**src/hw/gims_pkg.sv**
```systemverilog
/*
  Constants, register map and carrier types of the GPIO interrupt and
  pin-function block. Assumes one 40 MHz clock and a word-wide register port.
*/
package gims_pkg;

  localparam int          NUM_PINS      = 15;
  localparam int          ADDR_W        = 8;
  localparam int          DATA_W        = 32;
  localparam int          MODE_W        = 3;
  localparam int          FIELD_STRIDE  = 4;
  localparam int          PINS_PER_WORD = 8;
  localparam int          SEL_W         = 8;

  // ==========================================================================
  // Register offsets
  localparam logic [7:0]  OFS_DATA      = 8'h00;
  localparam logic [7:0]  OFS_OUT_EN    = 8'h04;
  localparam logic [7:0]  OFS_SENSE     = 8'h10;
  localparam logic [7:0]  OFS_BOTH_EDGE = 8'h14;
  localparam logic [7:0]  OFS_POLARITY  = 8'h18;
  localparam logic [7:0]  OFS_IRQ_MASK  = 8'h1C;
  localparam logic [7:0]  OFS_RAW_STAT  = 8'h20;
  localparam logic [7:0]  OFS_MIS       = 8'h24;
  localparam logic [7:0]  OFS_IRQ_CLR   = 8'h28;
  localparam logic [7:0]  OFS_FUNC_LO   = 8'h2C;
  localparam logic [7:0]  OFS_FUNC_HI   = 8'h30;
  localparam logic [7:0]  OFS_OUT_SET   = 8'h3C;
  localparam logic [7:0]  OFS_OUT_CLR   = 8'h40;
  localparam logic [7:0]  OFS_ROUTING   = 8'h44;

  // ==========================================================================
  // Reset values and write masks
  localparam logic [31:0] RST_ZERO      = 32'h0000_0000;
  localparam logic [31:0] RST_FUNC_HI   = 32'h0000_0110;
  localparam logic [31:0] FUNC_WR_MASK  = 32'h7777_7777;
  localparam logic [31:0] FUNC_HI_MASK  = 32'h0777_7777;
  localparam logic [14:0] PIN_MASK_ONE  = 15'h7FFF;

  // ==========================================================================
  // Pin function codes
  typedef enum logic [2:0] {
    GIMS_FN_GPIO    = 3'h0,
    GIMS_FN_SERIAL_FUNCTION_THIRD = 3'h1,
    GIMS_FN_SERIAL_FUNCTION_SECOND = 3'h4,
    GIMS_FN_SERIAL3 = 3'h5
  } gims_func_t;

  // Timer capture modes of the external unit
  localparam logic [2:0]  TMR_MODE_DUAL_CAP   = 3'h2;
  localparam logic [2:0]  TMR_MODE_SINGLE_CAP = 3'h4;
  localparam int          RTE_UA_LSB    = 0;
  localparam int          RTE_UB_LSB    = 8;
  localparam int          RTE_VA_LSB    = 16;
  localparam int          RTE_VB_LSB    = 24;
  localparam logic [7:0]  SEL_MAX       = 8'h0E;

  typedef struct packed {
    logic [7:0]  addr;
    logic [31:0] wdata;
    logic        wr;
    logic        rd;
  } gims_bus_t;

  typedef struct packed {
    logic        unit1_a;
    logic        unit1_b;
    logic        unit2_a;
    logic        unit2_b;
  } gims_cap_t;

endpackage

```
**src/hw/gims_top.sv**
```systemverilog
/*
  GPIO port slice: pin data and direction, per-pin interrupt detection,
  mask and status, pin function select, atomic set/clear of output data
  and capture-input routing to two timer units.
  Assumes pins are asynchronous to mclk and the timer supplies its mode.
*/
// Local design decision: the strobed register port.
`timescale 1ns/100ps
module gims_top #(
  parameter int NPIN = gims_pkg::NUM_PINS
) (
  // Clock and reset
  input  wire logic                 mclk,
  input  wire logic                 rstn,
  // Register port
  input  wire gims_pkg::gims_bus_t  bus,
  output logic [31:0]               rdata,
  // Pins
  input  wire logic [NPIN-1:0]      pin_in,
  output logic [NPIN-1:0]           pin_out,
  output logic [NPIN-1:0]           pin_oe,
  output logic [NPIN-1:0]           pin_func_gpio,
  // Timer units
  input  wire logic [2:0]           unit1_mode,
  input  wire logic [2:0]           unit2_mode,
  output gims_pkg::gims_cap_t       cap_in,
  // Interrupt
  output logic                      irq
);
  import gims_pkg::*;

  logic [NPIN-1:0] sync1_ff;
  logic [NPIN-1:0] sync2_ff;
  logic [NPIN-1:0] prev_ff;
  logic [NPIN-1:0] data_ff;
  logic [NPIN-1:0] oen_ff;
  logic [NPIN-1:0] sense_ff;
  logic [NPIN-1:0] both_ff;
  logic [NPIN-1:0] pol_ff;
  logic [NPIN-1:0] mask_ff;
  logic [NPIN-1:0] raw_ff;
  logic [NPIN-1:0] nxt_raw;
  logic [NPIN-1:0] event_hit;
  logic [NPIN-1:0] is_gpio;
  logic [NPIN-1:0] masked;
  logic [31:0]     func_lo_ff;
  logic [31:0]     func_hi_ff;
  logic [31:0]     route_ff;
  logic [31:0]     nxt_rdata;
  logic [31:0]     rdata_ff;

  // ==========================================================================
  // Helpers
  function automatic logic [31:0] widen(input logic [NPIN-1:0] v);
    widen = RST_ZERO;
    widen[NPIN-1:0] = v;
  endfunction

  function automatic logic [2:0] pin_func(input int p, input logic [31:0] lo,
                                          input logic [31:0] hi);
    logic [31:0] w;
    w = (p < PINS_PER_WORD) ? lo : hi;
    pin_func = w[(p % PINS_PER_WORD)*FIELD_STRIDE +: MODE_W];
  endfunction

  function automatic logic route_pin(input logic [7:0] sel,
                                     input logic [NPIN-1:0] lv);
    // Codes above the last pin select nothing and read low
    route_pin = (sel <= SEL_MAX) ? lv[sel[3:0]] : 1'b0;
  endfunction

  function automatic logic in_capture(input logic [2:0] m);
    in_capture = (m == TMR_MODE_DUAL_CAP) || (m == TMR_MODE_SINGLE_CAP);
  endfunction

  function automatic logic wr_at(input gims_bus_t b, input logic [7:0] ofs);
    wr_at = b.wr && (b.addr == ofs);
  endfunction

  // ==========================================================================
  // Pin input synchronisers
  // No reset: the chain keeps following the pins through reset, so a pin
  // that idles high does not look like a rising edge once reset is released
  always_ff @(posedge mclk)
  begin
    sync1_ff <= pin_in;
    sync2_ff <= sync1_ff;
    prev_ff  <= sync2_ff;
  end

  // ==========================================================================
  // Function decode
  always_comb
  begin
    for (int p = 0; p < NPIN; p++)
      is_gpio[p] = (pin_func(p, func_lo_ff, func_hi_ff) == GIMS_FN_GPIO);
  end

  assign pin_func_gpio = is_gpio;

  // ==========================================================================
  // Configuration registers
  always_ff @(posedge mclk)
  begin
    if (!rstn)
    begin
      oen_ff   <= '0;
      sense_ff <= '0;
      both_ff  <= '0;
      pol_ff   <= '0;
      mask_ff  <= '0;
    end
    else
    begin
      if (wr_at(bus, OFS_OUT_EN))    oen_ff   <= bus.wdata[NPIN-1:0];
      if (wr_at(bus, OFS_SENSE))     sense_ff <= bus.wdata[NPIN-1:0];
      if (wr_at(bus, OFS_BOTH_EDGE)) both_ff  <= bus.wdata[NPIN-1:0];
      if (wr_at(bus, OFS_POLARITY))  pol_ff   <= bus.wdata[NPIN-1:0];
      if (wr_at(bus, OFS_IRQ_MASK))  mask_ff  <= bus.wdata[NPIN-1:0];
    end
  end

  // Reserved function bits are cleared on write and read as zero; routing is stored as written
  always_ff @(posedge mclk)
  begin
    if (!rstn)
    begin
      func_lo_ff <= RST_ZERO;
      func_hi_ff <= RST_FUNC_HI;
      route_ff   <= RST_ZERO;
    end
    else
    begin
      if (wr_at(bus, OFS_FUNC_LO)) func_lo_ff <= bus.wdata & FUNC_WR_MASK;
      if (wr_at(bus, OFS_FUNC_HI)) func_hi_ff <= bus.wdata & FUNC_HI_MASK;
      if (wr_at(bus, OFS_ROUTING)) route_ff   <= bus.wdata;
    end
  end

  // ==========================================================================
  // Output data with atomic set and clear
  always_ff @(posedge mclk)
  begin
    if (!rstn)
      data_ff <= '0;
    else if (wr_at(bus, OFS_DATA))
      data_ff <= bus.wdata[NPIN-1:0];
    else if (wr_at(bus, OFS_OUT_SET))
      data_ff <= data_ff | (bus.wdata[NPIN-1:0] & is_gpio);
    else if (wr_at(bus, OFS_OUT_CLR))
      data_ff <= data_ff & ~(bus.wdata[NPIN-1:0] & is_gpio);
  end

  // Serial functions own their pins; only GPIO pins are driven here
  assign pin_out = data_ff;
  assign pin_oe  = oen_ff & is_gpio;

  // ==========================================================================
  // Interrupt detection
  always_comb
  begin
    for (int p = 0; p < NPIN; p++)
    begin
      if (sense_ff[p])
        event_hit[p] = (sync2_ff[p] == pol_ff[p]);
      else if (both_ff[p])
        event_hit[p] = (sync2_ff[p] != prev_ff[p]);
      else
        event_hit[p] = (sync2_ff[p] != prev_ff[p]) && (sync2_ff[p] == pol_ff[p]);
    end
  end

  // Set wins over the clear in the same cycle
  always_comb
  begin
    nxt_raw = raw_ff;
    if (wr_at(bus, OFS_IRQ_CLR))
      nxt_raw = nxt_raw & ~bus.wdata[NPIN-1:0];
    nxt_raw = nxt_raw | event_hit;
  end

  always_ff @(posedge mclk)
  begin
    if (!rstn)
      raw_ff <= '0;
    else
      raw_ff <= nxt_raw;
  end

  assign masked = raw_ff & mask_ff;
  assign irq    = |masked;

  // ==========================================================================
  // Capture routing
  always_ff @(posedge mclk)
  begin
    if (!rstn)
      cap_in <= '0;
    else
    begin
      cap_in.unit1_a <= in_capture(unit1_mode) &&
                        route_pin(route_ff[RTE_UA_LSB +: SEL_W], sync2_ff);
      cap_in.unit1_b <= in_capture(unit1_mode) &&
                        route_pin(route_ff[RTE_UB_LSB +: SEL_W], sync2_ff);
      cap_in.unit2_a <= in_capture(unit2_mode) &&
                        route_pin(route_ff[RTE_VA_LSB +: SEL_W], sync2_ff);
      cap_in.unit2_b <= in_capture(unit2_mode) &&
                        route_pin(route_ff[RTE_VB_LSB +: SEL_W], sync2_ff);
    end
  end

  // ==========================================================================
  // Register read
  always_comb
  begin
    nxt_rdata = RST_ZERO;
    unique case (bus.addr)
      OFS_DATA:      nxt_rdata = widen(sync2_ff);
      OFS_OUT_EN:    nxt_rdata = widen(oen_ff);
      OFS_SENSE:     nxt_rdata = widen(sense_ff);
      OFS_BOTH_EDGE: nxt_rdata = widen(both_ff);
      OFS_POLARITY:  nxt_rdata = widen(pol_ff);
      OFS_IRQ_MASK:  nxt_rdata = widen(mask_ff);
      OFS_RAW_STAT:  nxt_rdata = widen(raw_ff);
      OFS_MIS:       nxt_rdata = widen(masked);
      OFS_FUNC_LO:   nxt_rdata = func_lo_ff;
      OFS_FUNC_HI:   nxt_rdata = func_hi_ff;
      OFS_ROUTING:   nxt_rdata = route_ff;
      default:       nxt_rdata = RST_ZERO;
    endcase
  end

  always_ff @(posedge mclk)
  begin
    if (!rstn)
      rdata_ff <= RST_ZERO;
    else if (bus.rd)
      rdata_ff <= nxt_rdata;
    else
      rdata_ff <= RST_ZERO;
  end

  assign rdata = rdata_ff;

endmodule

```
**config.mk**
```make
export PLATFORM = sky130hd
export DESIGN_NAME = gims_top
export DESIGN_NICKNAME = d
export VERILOG_FILES = /design/src/hw/gims_pkg.sv /design/src/hw/gims_top.sv
export SDC_FILE = /design/constraint.sdc
export NUM_CORES = 1
export LEC_CHECK = 0
export ABC_AREA = 1
export BUFFER_PORTS_ARGS = -buffer_cell sky130_fd_sc_hd__buf_2
export CAP_MARGIN = 20
export CORE_MARGIN = 3
export CORE_UTILIZATION = 58
export DETAILED_ROUTE_END_ITERATION = 16
export GPL_TIMING_DRIVEN = 0
export PLACE_DENSITY = 0.8
export SLEW_MARGIN = 20
export SYNTH_ARGS = -nofsm -noshare
export SYNTH_HDL_FRONTEND = slang
export SYNTH_SLANG_ARGS = --single-unit
```
**constraint.sdc**
```tcl
create_clock -name mclk -period 1.5 [get_ports mclk]
set_input_delay 0.075 -clock mclk [delete_from_list [all_inputs] [get_ports mclk]]
set_output_delay 0.075 -clock mclk [all_outputs]
set_load 0.05 [all_outputs]
```
After elaboration in Yosys (flattened, before gate mapping)
Cells that the tools add are included.

Mux-type cells: 47. $lt $le $gt $ge: 8. Equality and inequality tests: 47. Bitwise logic cells: 9. Reductions and logical operators: 52.

Operators with widths (number): $pmux W32 S11 (1); $and A15 B15 Y15 (5); $mux W15 (4); $eq A8 B6 Y1 const B (6); $logic_not A3 Y1 (15); $mux W1 (38); $eq A8 B5 Y1 const B (4); $le A8 B4 Y1 const B (4); $logic_and A1 B1 Y1 (31); $not A15 Y15 (2); $or A15 B15 Y15 (2); $lt A4 B5 Y1 const B (4); $bmux W1 S4 (4); $eq A8 B7 Y1 const B (2); $eq A1 B1 Y1 (15); $ne A1 B1 Y1 (15); $reduce_or A15 Y1 (1); $eq A8 B3 Y1 const B (1); $logic_not A8 Y1 (1); $eq A3 B2 Y1 const B (2); $eq A3 B3 Y1 const B (2); $reduce_bool A3 Y1 (1); $logic_or A1 B1 Y1 (2); $reduce_and A2 Y1 (1).

Bits of input ports: 65. Word-level logic and storage cells: 181. Output and inout port bits: 82. Bits in registers: 263.

Logic depth before layout (Yosys ltp)
Gate-level depths: netlist (run 1).

Depth after elaboration: 7. Depth in mapped cells: 11. Depth with buffers taken out: 9.

Least setup slack after synthesis (run 1)
OpenSTA, ideal clock, no wires.

Path type: reg-to-output. Start point: register func_lo_ff[30]. End point: output pin_oe[7]. Arrival: 2.279 ns. Cell stages (with the launch flop): 4. Path buffers: 0. Path slack: -0.854 ns. Required time: 1.425 ns. Cell sequence: dfxtp_1 -> nor3_1 -> inv_1 -> nor2_1.

Word-level cells in the longest chain between the ends: 2.

Ends and longest elaborated chain: start: declaration (line gims_top.sv:46) `logic [31:0] func_lo_ff;`; start signal: assignment (line gims_top.sv:134) `if (wr_at(bus, OFS_FUNC_LO)) func_lo_ff <= bus.wdata & FUNC_WR_MASK;`; $logic_not A3 Y1 (line gims_top.sv:96) `is_gpio[p] = (pin_func(p, func_lo_ff, func_hi_ff) == GIMS_FN_GPIO);`; via pin_func_gpio[7] (line gims_top.sv:22) `output logic [NPIN-1:0] pin_func_gpio,`; $and A15 B15 Y15 (line gims_top.sv:156) `assign pin_oe = oen_ff & is_gpio;`; end: declaration (line gims_top.sv:21) `output logic [NPIN-1:0] pin_oe,`.

The timed path passes the listed nets, and every way through them passes these cells.

Final worst setup path (run 1)
Start point: register raw_ff[1]. End point: output irq.

Word-level cells in the longest chain between the ends: 2.

Ends and longest elaborated chain: start: declaration (line gims_top.sv:41) `logic [NPIN-1:0] raw_ff;`; start signal: assignment (line gims_top.sv:187) `raw_ff <= nxt_raw;`; $and A15 B15 Y15 (line gims_top.sv:190) `assign masked = raw_ff & mask_ff;`; $reduce_or A15 Y1 (line gims_top.sv:191) `assign irq = |masked;`; end: declaration (line gims_top.sv:28) `output logic irq`.

Every way passes these cells.

==> qor.csv, run 1 <==
metric,value,unit
FF/Latch Area,0.005341,mm^2
max_slew headroom,48.50,%
Bufs and invs on worst path,1,
crit path DAT,1.68,ns
Cells after Synth,1701,
I/O Buffers,145,
unrepaired setup endpoints after global routing,yes,
Chip Height,149.5,um
kind of critical path,register to output port,
row count,51,
Via Count,13382,
DIE WIDTH,149.5,um
vias per inst,5.990,
nature of the critical path endpoint,output port,
Yosys cell types,35,
CP Cell Sequence,"nand2_2, nand4_1, nor3_2, nand4_1, buf_6",
number of buffers created by CTS,28,
root buffer cell,clkbuf_16,
Tcrit/Tclk final,116.9,%
diode count,0,
number of global-route vias before repair,12139,
layout cell share with drive strength beyond 1,21.13,%
area of the multi-input gates,0.005884,mm^2
clock buffer depth,3,
data required time of the worst path,1.42,ns
Core Region,0.01985,mm^2
DR iter-0 viols,1538,
synth warn,0,
Layout area overhead,28.63,%
IO Pins,147,
Post-Syn Area,0.01194,mm^2
skew final,0.01112,ns
part of the Yosys area used for sequential elements,44.10,%
first drt pass iteration count,8,
GPL Wtd Cong,1.029,
final net count,2012,
"most used cell, CP",nand4_1,
Max Freq,570.1,MHz
fillers,1407,
Final ANT Viol Nets,0,
clock transition at the registers of the reported paths,0.06,ns
Slew @ Worst Pin,0.7725,ns
final WL,47090,um
CTS tree,built,
antenna violations before repair,0,
pin count of the biggest net entering global routing,15,
grt total ovfl,0,
post-layout util,77.39,%
worst hold slack,0.05295,ns
H-tree levels,1,
total power,16080,uW
setup ws final,-0.2541,ns
max incr delay on CP,0.35,ns
CP Launch Type,register,
DP HPWL,33030,um
Crit-path slowest cell,dfxtp_1,
CP Max Fanout,3,
Max Cap Violations,0,
failing checks,setup timing,
DIE AREA,0.02234,mm^2
# setup viols final,18,
"Clk Latency, worst-skew pair",0.55,ns
Total GRT Usage,40.17,%
Hold Crit Class,primary input to register,
Cell Pwr Density,1047,mW/mm^2
Top delay family on crit path,simple AND/OR/NAND/NOR gates,
LEAKAGE,0.006933,uW
Peak VDD IR,0.001024,V
clock sink count,263,
max-slew violations,0,
status,"finished, violations left",
Synth Register Bits,263,
Final Hold Fails,0,
syn_nets,1766,
first-pass GRT wire length,69260,um
setup_tns,-2.109,ns
minimum clock period after layout,1.754,ns
DRC errors left,0,
WL per Instance,21.08,um
Mean Syn Cell Area,7.020,um^2
Initial Utilization,60.17,%
==> report_power, final <==
part | leakage, uW | total, uW | internal [uW] | switching, uW
combinational | 0.00427 | 990 | 329 | 661
sequential | 0.00216 | 7210 | 7090 | 126
clock | 0.000500 | 7880 | 4830 | 3050
total | 0.00693 | 16100 | 12200 | 3830
==> repair_timing <==
item,CTS,global route
pin swaps,25,12
cloned,0,0
hold buffers,50,0
endpoints found under the setup margin,34,34
endpoints found under the hold margin,118,0
resized for setup,117,38
setup buffers,16,14
==> through the flow <==
step	area (um^2)	setup slack [ns]	instances
2_1_floorplan	12140	-0.1596	1701
3_3_place_gp	13190	-0.5089	2111
3_5_place_dp	13190	-0.5561	2111
4_1_cts	15180	-0.1986	2228
5_1_grt	15360	-0.2718	2234
6_report	15360	-0.2541	2234
==> cell usage after synthesis (all sizes together) <==
cell type / number / share of area, %
nand3: 164 / 7.1
o21ai: 178 / 7.6
dfxtp: 263 / 44
nand4: 7 / 0.37
nor4: 10 / 0.52
nor3: 27 / 1.2
a22oi: 3 / 0.19
inv: 166 / 5.2
o22ai: 14 / 0.73
nor2: 212 / 7.1
clkbuf: 50 / 1.6
buf: 50 / 2.5
nand3b: 6 / 0.38
and3: 1 / 0.052
a21oi: 148 / 6.2
or2: 5 / 0.26
o2111ai: 8 / 0.59
nand2: 347 / 11
o211ai: 4 / 0.25
a211oi: 24 / 1.8
xor2: 14 / 1.0
==> area by class of cell <==
type	count	area share (%)
multi-input combinational	1172	38.31
sequential	263	34.78
timing repair buffer	225	10.86
clock buffer	32	4.929
inverter	166	4.073
buffer	91	2.974
tap	265	2.159
clock inverter	20	1.914
==> tightest hold or removal path, cell delays in order <==
cell and delay, ns:
buf_2 0.16, nand2_1 0.11, inv_1 0.11, nand2_1 0.08
inv_1 0.03
==> per-layer routing <==
| layer | vias up | GRT usage, % | part of all wire, % |
|---|---|---|---|
| met5 | - | 0 | 0 |
| met4 | 0 | 17.94 | 5.7 |
| met2 | 984 | 62.15 | 44 |
| met3 | 161 | 7.541 | 13 |
| met1 | 6157 | 54.99 | 38 |
| li1 | 6080 | - | - |
==> flip-flops by register name, summed over array words and instances, names as in the netlist, named ones only <==
register,flops
oen_ff,15
rdata,32
raw_ff,15
cap_in,4
prev_ff,15
sync2_ff,15
func_lo_ff,24
mask_ff,15
route_ff,32
sense_ff,15
pol_ff,15
sync1_ff,15
func_hi_ff,21
both_ff,15
==> cell families after synthesis <==
logic type                synth area share [%]
buffers and inverters                    9.316
xor gates and xnor gates                 1.027
and+or+nand+nor                          28.20
AOI/OAI and AO/OA                        17.36
DFF                                      44.10
==> final timing paths <==
kind | start | endpoint | slack, ns | depth (start not counted)
worst min-delay path | rstn | rdata[0] | 0.05 | 5
worst max-delay path | raw_ff[1] | irq | -0.25 | 5
worst max register to register | func_lo_ff[28] | register | 0.03 | 9
worst min register to register | sync1_ff[13] | sync2_ff[13] | 0.33 | 0
==> layout by cell type (no fill, tap or decap), types with 7 or more instances in the layout <==
cell / netlist / final
a21oi_1: 148 / 148
nand4_1: 7 / 7
bufinv_16: 0 / 7
nand2_2: 8 / 16
clkbuf_16: 0 / 29
o21ai_0: 177 / 177
dfxtp_2: 0 / 37
nor3_4: 1 / 16
nor2_2: 8 / 18
xor2_1: 14 / 14
dfxtp_4: 0 / 8
nor3_1: 26 / 10
dfxtp_1: 263 / 218
a211oi_1: 16 / 16
clkbuf_1: 49 / 40
buf_2: 33 / 147
buf_6: 4 / 31
buf_4: 11 / 39
o22ai_1: 14 / 14
nand2_1: 338 / 330
a211oi_2: 8 / 8
nor2_1: 199 / 189
o2111ai_1: 8 / 8
nand3_1: 160 / 160
inv_2: 5 / 11
inv_1: 161 / 154
dlygate4sd3_1: 0 / 50
Note: power is estimated with default switching activity, not from simulation.
==> run 2, diff against run 1 <==
--- a/config.mk
+++ b/config.mk
@@ -8,6 +8,7 @@
 export ABC_AREA = 1
 export BUFFER_PORTS_ARGS = -buffer_cell sky130_fd_sc_hd__buf_2
 export CAP_MARGIN = 20
+export CORE_ASPECT_RATIO = 1.5
 export CORE_MARGIN = 3
 export CORE_UTILIZATION = 58
 export DETAILED_ROUTE_END_ITERATION = 16
==> qor.csv, run 2 (same netlist as run 1, synthesis figures left out) <==
metric,value,unit,change
placed inst area,0.01319,mm^2,about the same
Final Hold Fails,0,,unchanged
clock share of power,45.7,%,was 49.0%
DIE AREA,0.02238,mm^2,was 0.02234 mm^2
Core Region,0.02002,mm^2,was 0.01985 mm^2
antenna violations before repair,0,,unchanged
"most common cell after layout, fill and taps aside",nand2_1,,unchanged
# setup viols final,20,,was 18
Max Cap Violations,0,,unchanged
Initial Utilization,59.64,%,was 60.17%
root buffer cell,clkbuf_16,,unchanged
first drt pass iteration count,6,,was 8
layout cell share with drive strength beyond 1,20.99,%,was 21.13%
GPL Wtd Cong,1.060,,was 1.029
H-tree levels,1,,unchanged
final WL,48800,um,"was 47,090 um"
CTS tree,built,,unchanged
Tcrit/Tclk final,112.9,%,was 116.9%
status,"finished, violations left",,unchanged
diode count,0,,unchanged
"Clk Latency, worst-skew pair",0.55,ns,about the same
sw frac,23.99,%,was 23.83%
reg2reg start,route_ff[30],,was func_lo_ff[28]
first-pass GRT wire length,71870,um,"was 69,260 um"
Slew @ Worst Pin,0.7666,ns,was 0.7725 ns
skew final,0.01608,ns,was 0.01112 ns
clock sink count,263,,unchanged
pin count of the biggest net entering global routing,15,,unchanged
DRC errors left,0,,unchanged
setup_tns,-1.635,ns,was -2.109 ns
minimum clock period after layout,1.694,ns,was 1.754 ns
I/O Buffers,145,,unchanged
Gate power share,6.8,%,was 6.2%
vias per inst,6.012,,was 5.990
Via Count,13364,,"was 13,382"
Layout area overhead,27.30,%,was 28.63%
setup ws final,-0.1937,ns,was -0.2541 ns
max-slew violations,0,,unchanged
switching power,3641,uW,was 3832 uW
CP Max Fanout,3,,unchanged
IO Pins,147,,unchanged
crit path from,func_lo_ff[22],,was raw_ff[1]
LEAKAGE,0.006882,uW,was 0.006933 uW
part of the power in registers,47.6,%,was 44.9%
post-route design area,0.01520,mm^2,was 0.01536 mm^2
crit path DAT,1.62,ns,was 1.68 ns
most frequent cells in the layout,"nand2_1 (330), dfxtp_1 (215), nor2_1 (189)",,"was nand2_1 (330), dfxtp_1 (218), nor2_1 (189)"
Min-Delay Startpoint,bus[41],,was rstn
number of buffers created by CTS,26,,was 28
DR iter-0 viols,1413,,"was 1,538"
Internal Power,11540,uW,"was 12,250 uW"
Cell Pwr Density,998.6,mW/mm^2,was 1047 mW/mm^2
grt total ovfl,0,,unchanged
Max Freq,590.4,MHz,was 570.1 MHz
Peak VDD IR,0.001288,V,was 0.001024 V
Total GRT Usage,42.68,%,was 40.17%
Chip Height,181.7,um,was 149.5 um
row count,63,,was 51
CP Launch Type,register,,unchanged
nature of the critical path endpoint,output port,,unchanged
clock buffer depth,3,,unchanged
failing checks,setup timing,,unchanged
number of global-route vias before repair,12722,,"was 12,139"
Final ANT Viol Nets,0,,unchanged
reg2reg setup slack,0.10,ns,was 0.03 ns
DP HPWL,35140,um,"was 33,030 um"
DIE WIDTH,123.2,um,was 149.5 um
clock transition at the registers of the reported paths,0.06,ns,about the same
final net count,2010,,"was 2,012"
unrepaired setup endpoints after global routing,yes,,unchanged
WL per Instance,21.95,um,was 21.08 um
max_slew headroom,48.89,%,was 48.50%
kind of critical path,register to output port,,unchanged
Hold Crit Class,primary input to register,,unchanged
data required time of the worst path,1.42,ns,about the same
-- run 2: final timing paths --
path                       to  cells after the start
setup / recovery    pin_oe[5]                      4
hold / removal      rdata[31]                      6
setup reg to reg    cap_in[0]                      5
hold reg to reg   sync2_ff[0]                      0
-- run 2: repair_timing --
action                                  CTS  global route
hold buffers                             50             0
endpoints found under the setup margin   33            37
endpoints found under the hold margin   114             0
pin swaps                                27            14
setup buffers                            23             9
resized for setup                       121            42
-- run 2: layer usage --
| metal | share of wire (%) | track usage (%) | vias up |
|---|---|---|---|
| li1 | - | - | 6072 |
| met2 | 47 | 69.56 | 872 |
| met4 | 11 | 36.76 | 0 |
| met5 | 0 | 0 | - |
| met1 | 34 | 48.19 | 6138 |
| met3 | 8.6 | 5.516 | 282 |
-- run 2: worst max-delay path, stage by stage (launching register included) --
cell     delay [ns]
dfxtp_2        0.34
nor3_4         0.34
inv_1          0.10
nor2_2         0.12
buf_6          0.17
-- run 2: layout make-up --
| cell class | count | area [um^2] |
|---|---|---|
| Sequential cell | 263 | 5338 |
| Clock buffer | 40 | 784.5 |
| Multi-Input combinational cell | 1172 | 5882 |
| Tap cell | 260 | 325.3 |
| Timing Repair Buffer | 226 | 1675 |
| Clock inverter | 6 | 116.4 |
| Inverter | 166 | 623.1 |
| Fill cell | 1506 | 4822 |
| Buffer | 90 | 455.4 |
-- run 2: through the flow --
stage	setup slack [ns]	utilization (%)	instances	hold WS, ns	total power (uW)
after floorplan	-0.1596	-	1701	0.1027	7771
after global placement	-0.5723	65.86	2106	0.1775	8202
after detailed placement	-0.5619	65.86	2106	0.1791	8220
after CTS	-0.1693	75.39	2225	0.009488	15100
after global routing	-0.2363	75.92	2223	0.06334	15460
final	-0.1937	75.92	2223	0.04205	15180
-- run 2: power by group through the flow --
stage | registers [uW] | clock network (uW) | logic [uW]
after floorplan | 7320 | 0 | 451
after global placement | 7330 | 0 | 869
after detailed placement | 7340 | 0 | 882
after CTS | 7190 | 6900 | 1010
after global routing | 7220 | 7160 | 1080
final | 7220 | 6930 | 1030
==> run 3, diff against run 2 <==
--- a/config.mk
+++ b/config.mk
@@ -10,10 +10,9 @@
 export CAP_MARGIN = 20
 export CORE_ASPECT_RATIO = 1.5
 export CORE_MARGIN = 3
-export CORE_UTILIZATION = 58
+export CORE_UTILIZATION = 45
 export DETAILED_ROUTE_END_ITERATION = 16
 export GPL_TIMING_DRIVEN = 0
-export PLACE_DENSITY = 0.8
 export SLEW_MARGIN = 20
 export SYNTH_ARGS = -nofsm -noshare
 export SYNTH_HDL_FRONTEND = slang
==> qor.csv, run 3 (same netlist as run 1, synthesis figures left out) <==
metric,value,unit,change
Register-to-Register Path Depth,5,,unchanged
fillers,2457,,"was 1,506"
H-tree levels,1,,unchanged
Core Region,0.02594,mm^2,was 0.02002 mm^2
DP HPWL,37800,um,"was 35,140 um"
Min-Delay Startpoint,unit1_mode[0],,was bus[41]
first-pass GRT wire length,72640,um,"was 71,870 um"
Initial Utilization,46.02,%,was 59.64%
Total GRT Usage,33.81,%,was 42.68%
DRC errors left,0,,unchanged
number of global-route vias before repair,12157,,"was 12,722"
number of buffers created by CTS,27,,was 26
Peak VDD IR,0.001128,V,was 0.001288 V
failing checks,setup timing,,unchanged
placed inst area,0.01328,mm^2,was 0.01319 mm^2
LEAKAGE,0.006982,uW,was 0.006882 uW
GPL Wtd Cong,0.9758,,was 1.060
Cells on Worst Hold Path,6,,unchanged
IO Pins,147,,unchanged
first drt pass iteration count,5,,was 6
clock sink count,263,,unchanged
Via Count,12833,,"was 13,364"
minimum clock period after layout,1.660,ns,was 1.694 ns
status,"finished, violations left",,unchanged
Final ANT Viol Nets,0,,unchanged
Chip Height,205.5,um,was 181.7 um
setup ws final,-0.1602,ns,was -0.1937 ns
pin count of the biggest net entering global routing,16,,was 15
DR iter-0 viols,1028,,"was 1,413"
unrepaired setup endpoints after global routing,yes,,unchanged
antenna violations before repair,0,,unchanged
layout cell share with drive strength beyond 1,21.75,%,was 20.99%
post-route design area,0.01554,mm^2,was 0.01520 mm^2
# setup viols final,21,,was 20
"Clk Latency, worst-skew pair",0.56,ns,was 0.55 ns
area of the multi-input gates,0.005913,mm^2,was 0.005882 mm^2
crit path DAT,1.59,ns,was 1.62 ns
DIE WIDTH,139,um,was 123.2 um
Cell Pwr Density,1023,mW/mm^2,was 998.6 mW/mm^2
Hold Crit Class,primary input to register,,unchanged
most frequent cells in the layout,"nand2_1 (328), dfxtp_1 (215), nor2_1 (187)",,"was nand2_1 (330), dfxtp_1 (215), nor2_1 (189)"
I/O Buffers,145,,unchanged
worst hold slack,0.01986,ns,was 0.04205 ns
reg2reg start,route_ff[29],,was route_ff[30]
max_slew headroom,46.74,%,was 48.89%
root buffer cell,clkbuf_16,,unchanged
vias per inst,5.565,,was 6.012
final WL,49860,um,"was 48,800 um"
Slew @ Worst Pin,0.7990,ns,was 0.7666 ns
setup_tns,-1.712,ns,was -1.635 ns
DIE AREA,0.02856,mm^2,was 0.02238 mm^2
CP Max Fanout,3,,unchanged
Max Cap Violations,0,,unchanged
Layout area overhead,30.16,%,was 27.30%
"most common cell after layout, fill and taps aside",nand2_1,,unchanged
post-layout util,59.90,%,was 75.92%
CTS tree,built,,unchanged
Final Hold Fails,0,,unchanged
nature of the critical path endpoint,output port,,unchanged
Tcrit/Tclk final,110.7,%,was 112.9%
grt total ovfl,0,,unchanged
Worst Hold Path EP,cap_in[3],,was rdata[31]
FF/Latch Area,0.005343,mm^2,was 0.005338 mm^2
reg2reg setup slack,0.06,ns,was 0.10 ns
CP Launch Type,register,,unchanged
Non-Filler Instances,2306,,"was 2,223"
WL per Instance,21.62,um,was 21.95 um
RR Endpoint,cap_in[0],,unchanged
placed cells,2179,,"was 2,106"
clock buffer depth,3,,unchanged
final net count,2017,,"was 2,010"
skew final,0.02154,ns,was 0.01608 ns
data required time of the worst path,1.42,ns,about the same
row count,72,,was 63
clock transition at the registers of the reported paths,0.07,ns,was 0.06 ns
Max Freq,602.3,MHz,was 590.4 MHz
max-slew violations,0,,unchanged
kind of critical path,register to output port,,unchanged
[run 3: cell types whose count changed in the layout (fill, tap and decap cells not counted), moves of 4 or more]
cell | before | now
clkbuf_8 | 6 | 2
clkbuf_1 | 43 | 37
inv_2 | 16 | 11
bufinv_16 | 3 | 7
nor2_4 | 6 | 10
buf_8 | 4 | 8
[run 3: area by class of cell]
| type | count | area share, % |
|---|---|---|
| Multi-Input combinational cell | 1172 | 38.05 |
| Antenna cell | 1 | 0.01610 |
| Timing Repair Buffer | 234 | 11.56 |
| Clock inverter | 17 | 1.795 |
| Inverter | 166 | 4.042 |
| Tap cell | 333 | 2.681 |
| Clock buffer | 32 | 4.597 |
| Sequential cell | 263 | 34.38 |
| Buffer | 88 | 2.882 |
[run 3: worst max-delay path by stage]
stage	to	from	depth (start not counted)
floorplan	pin_oe[7]	func_lo_ff[30]	3
global placement	raw_ff[7]	bus[34]	8
detailed placement	raw_ff[4]	bus[34]	8
CTS	irq	raw_ff[6]	5
global route	irq	raw_ff[13]	5
finish	irq	raw_ff[14]	5
[run 3: repair_timing]
action / 4_1_cts / 5_1_grt
hold buffers: 52 / 0
endpoints found under the hold margin: 123 / 0
pin swaps: 33 / 23
gates cloned: 0 / 0
setup buffers: 27 / 11
resized for setup: 128 / 53
setup endpoints to repair: 52 / 61
[run 3: routing by layer]
metal	vias to the layer above	wire [um]	global-route usage, %
li1	6082	-	-
met1	6011	18710	38.11
met2	566	24530	59.14
met3	174	2578	3.557
met4	0	4043	24.76
met5	-	0	0
[run 3: stage by stage]
| step | power (uW) | worst slack [ns] |
|---|---|---|
| 6_report | 15890 | -0.1602 |
| 5_1_grt | 16250 | -0.2358 |
| 4_1_cts | 15930 | -0.1790 |
| 3_5_place_dp | 8246 | -0.7803 |
| 3_3_place_gp | 8236 | -0.7180 |
| 2_1_floorplan | 7771 | -0.1596 |
[run 3: worst max-delay path: stages (launching register included)]
cell and delay [ns]:
dfxtp_2 0.33, nand2_2 0.09, nand4_1 0.12, nor3_2 0.17, nand4_1 0.13, buf_6 0.18
[run 3: report_power, final]
part           switching [uW]  internal (uW)  leakage, uW
logic                     682            339      0.00433
clock network            3020           4630     0.000484
registers                 137           7090      0.00216
total                    3830          12100      0.00698
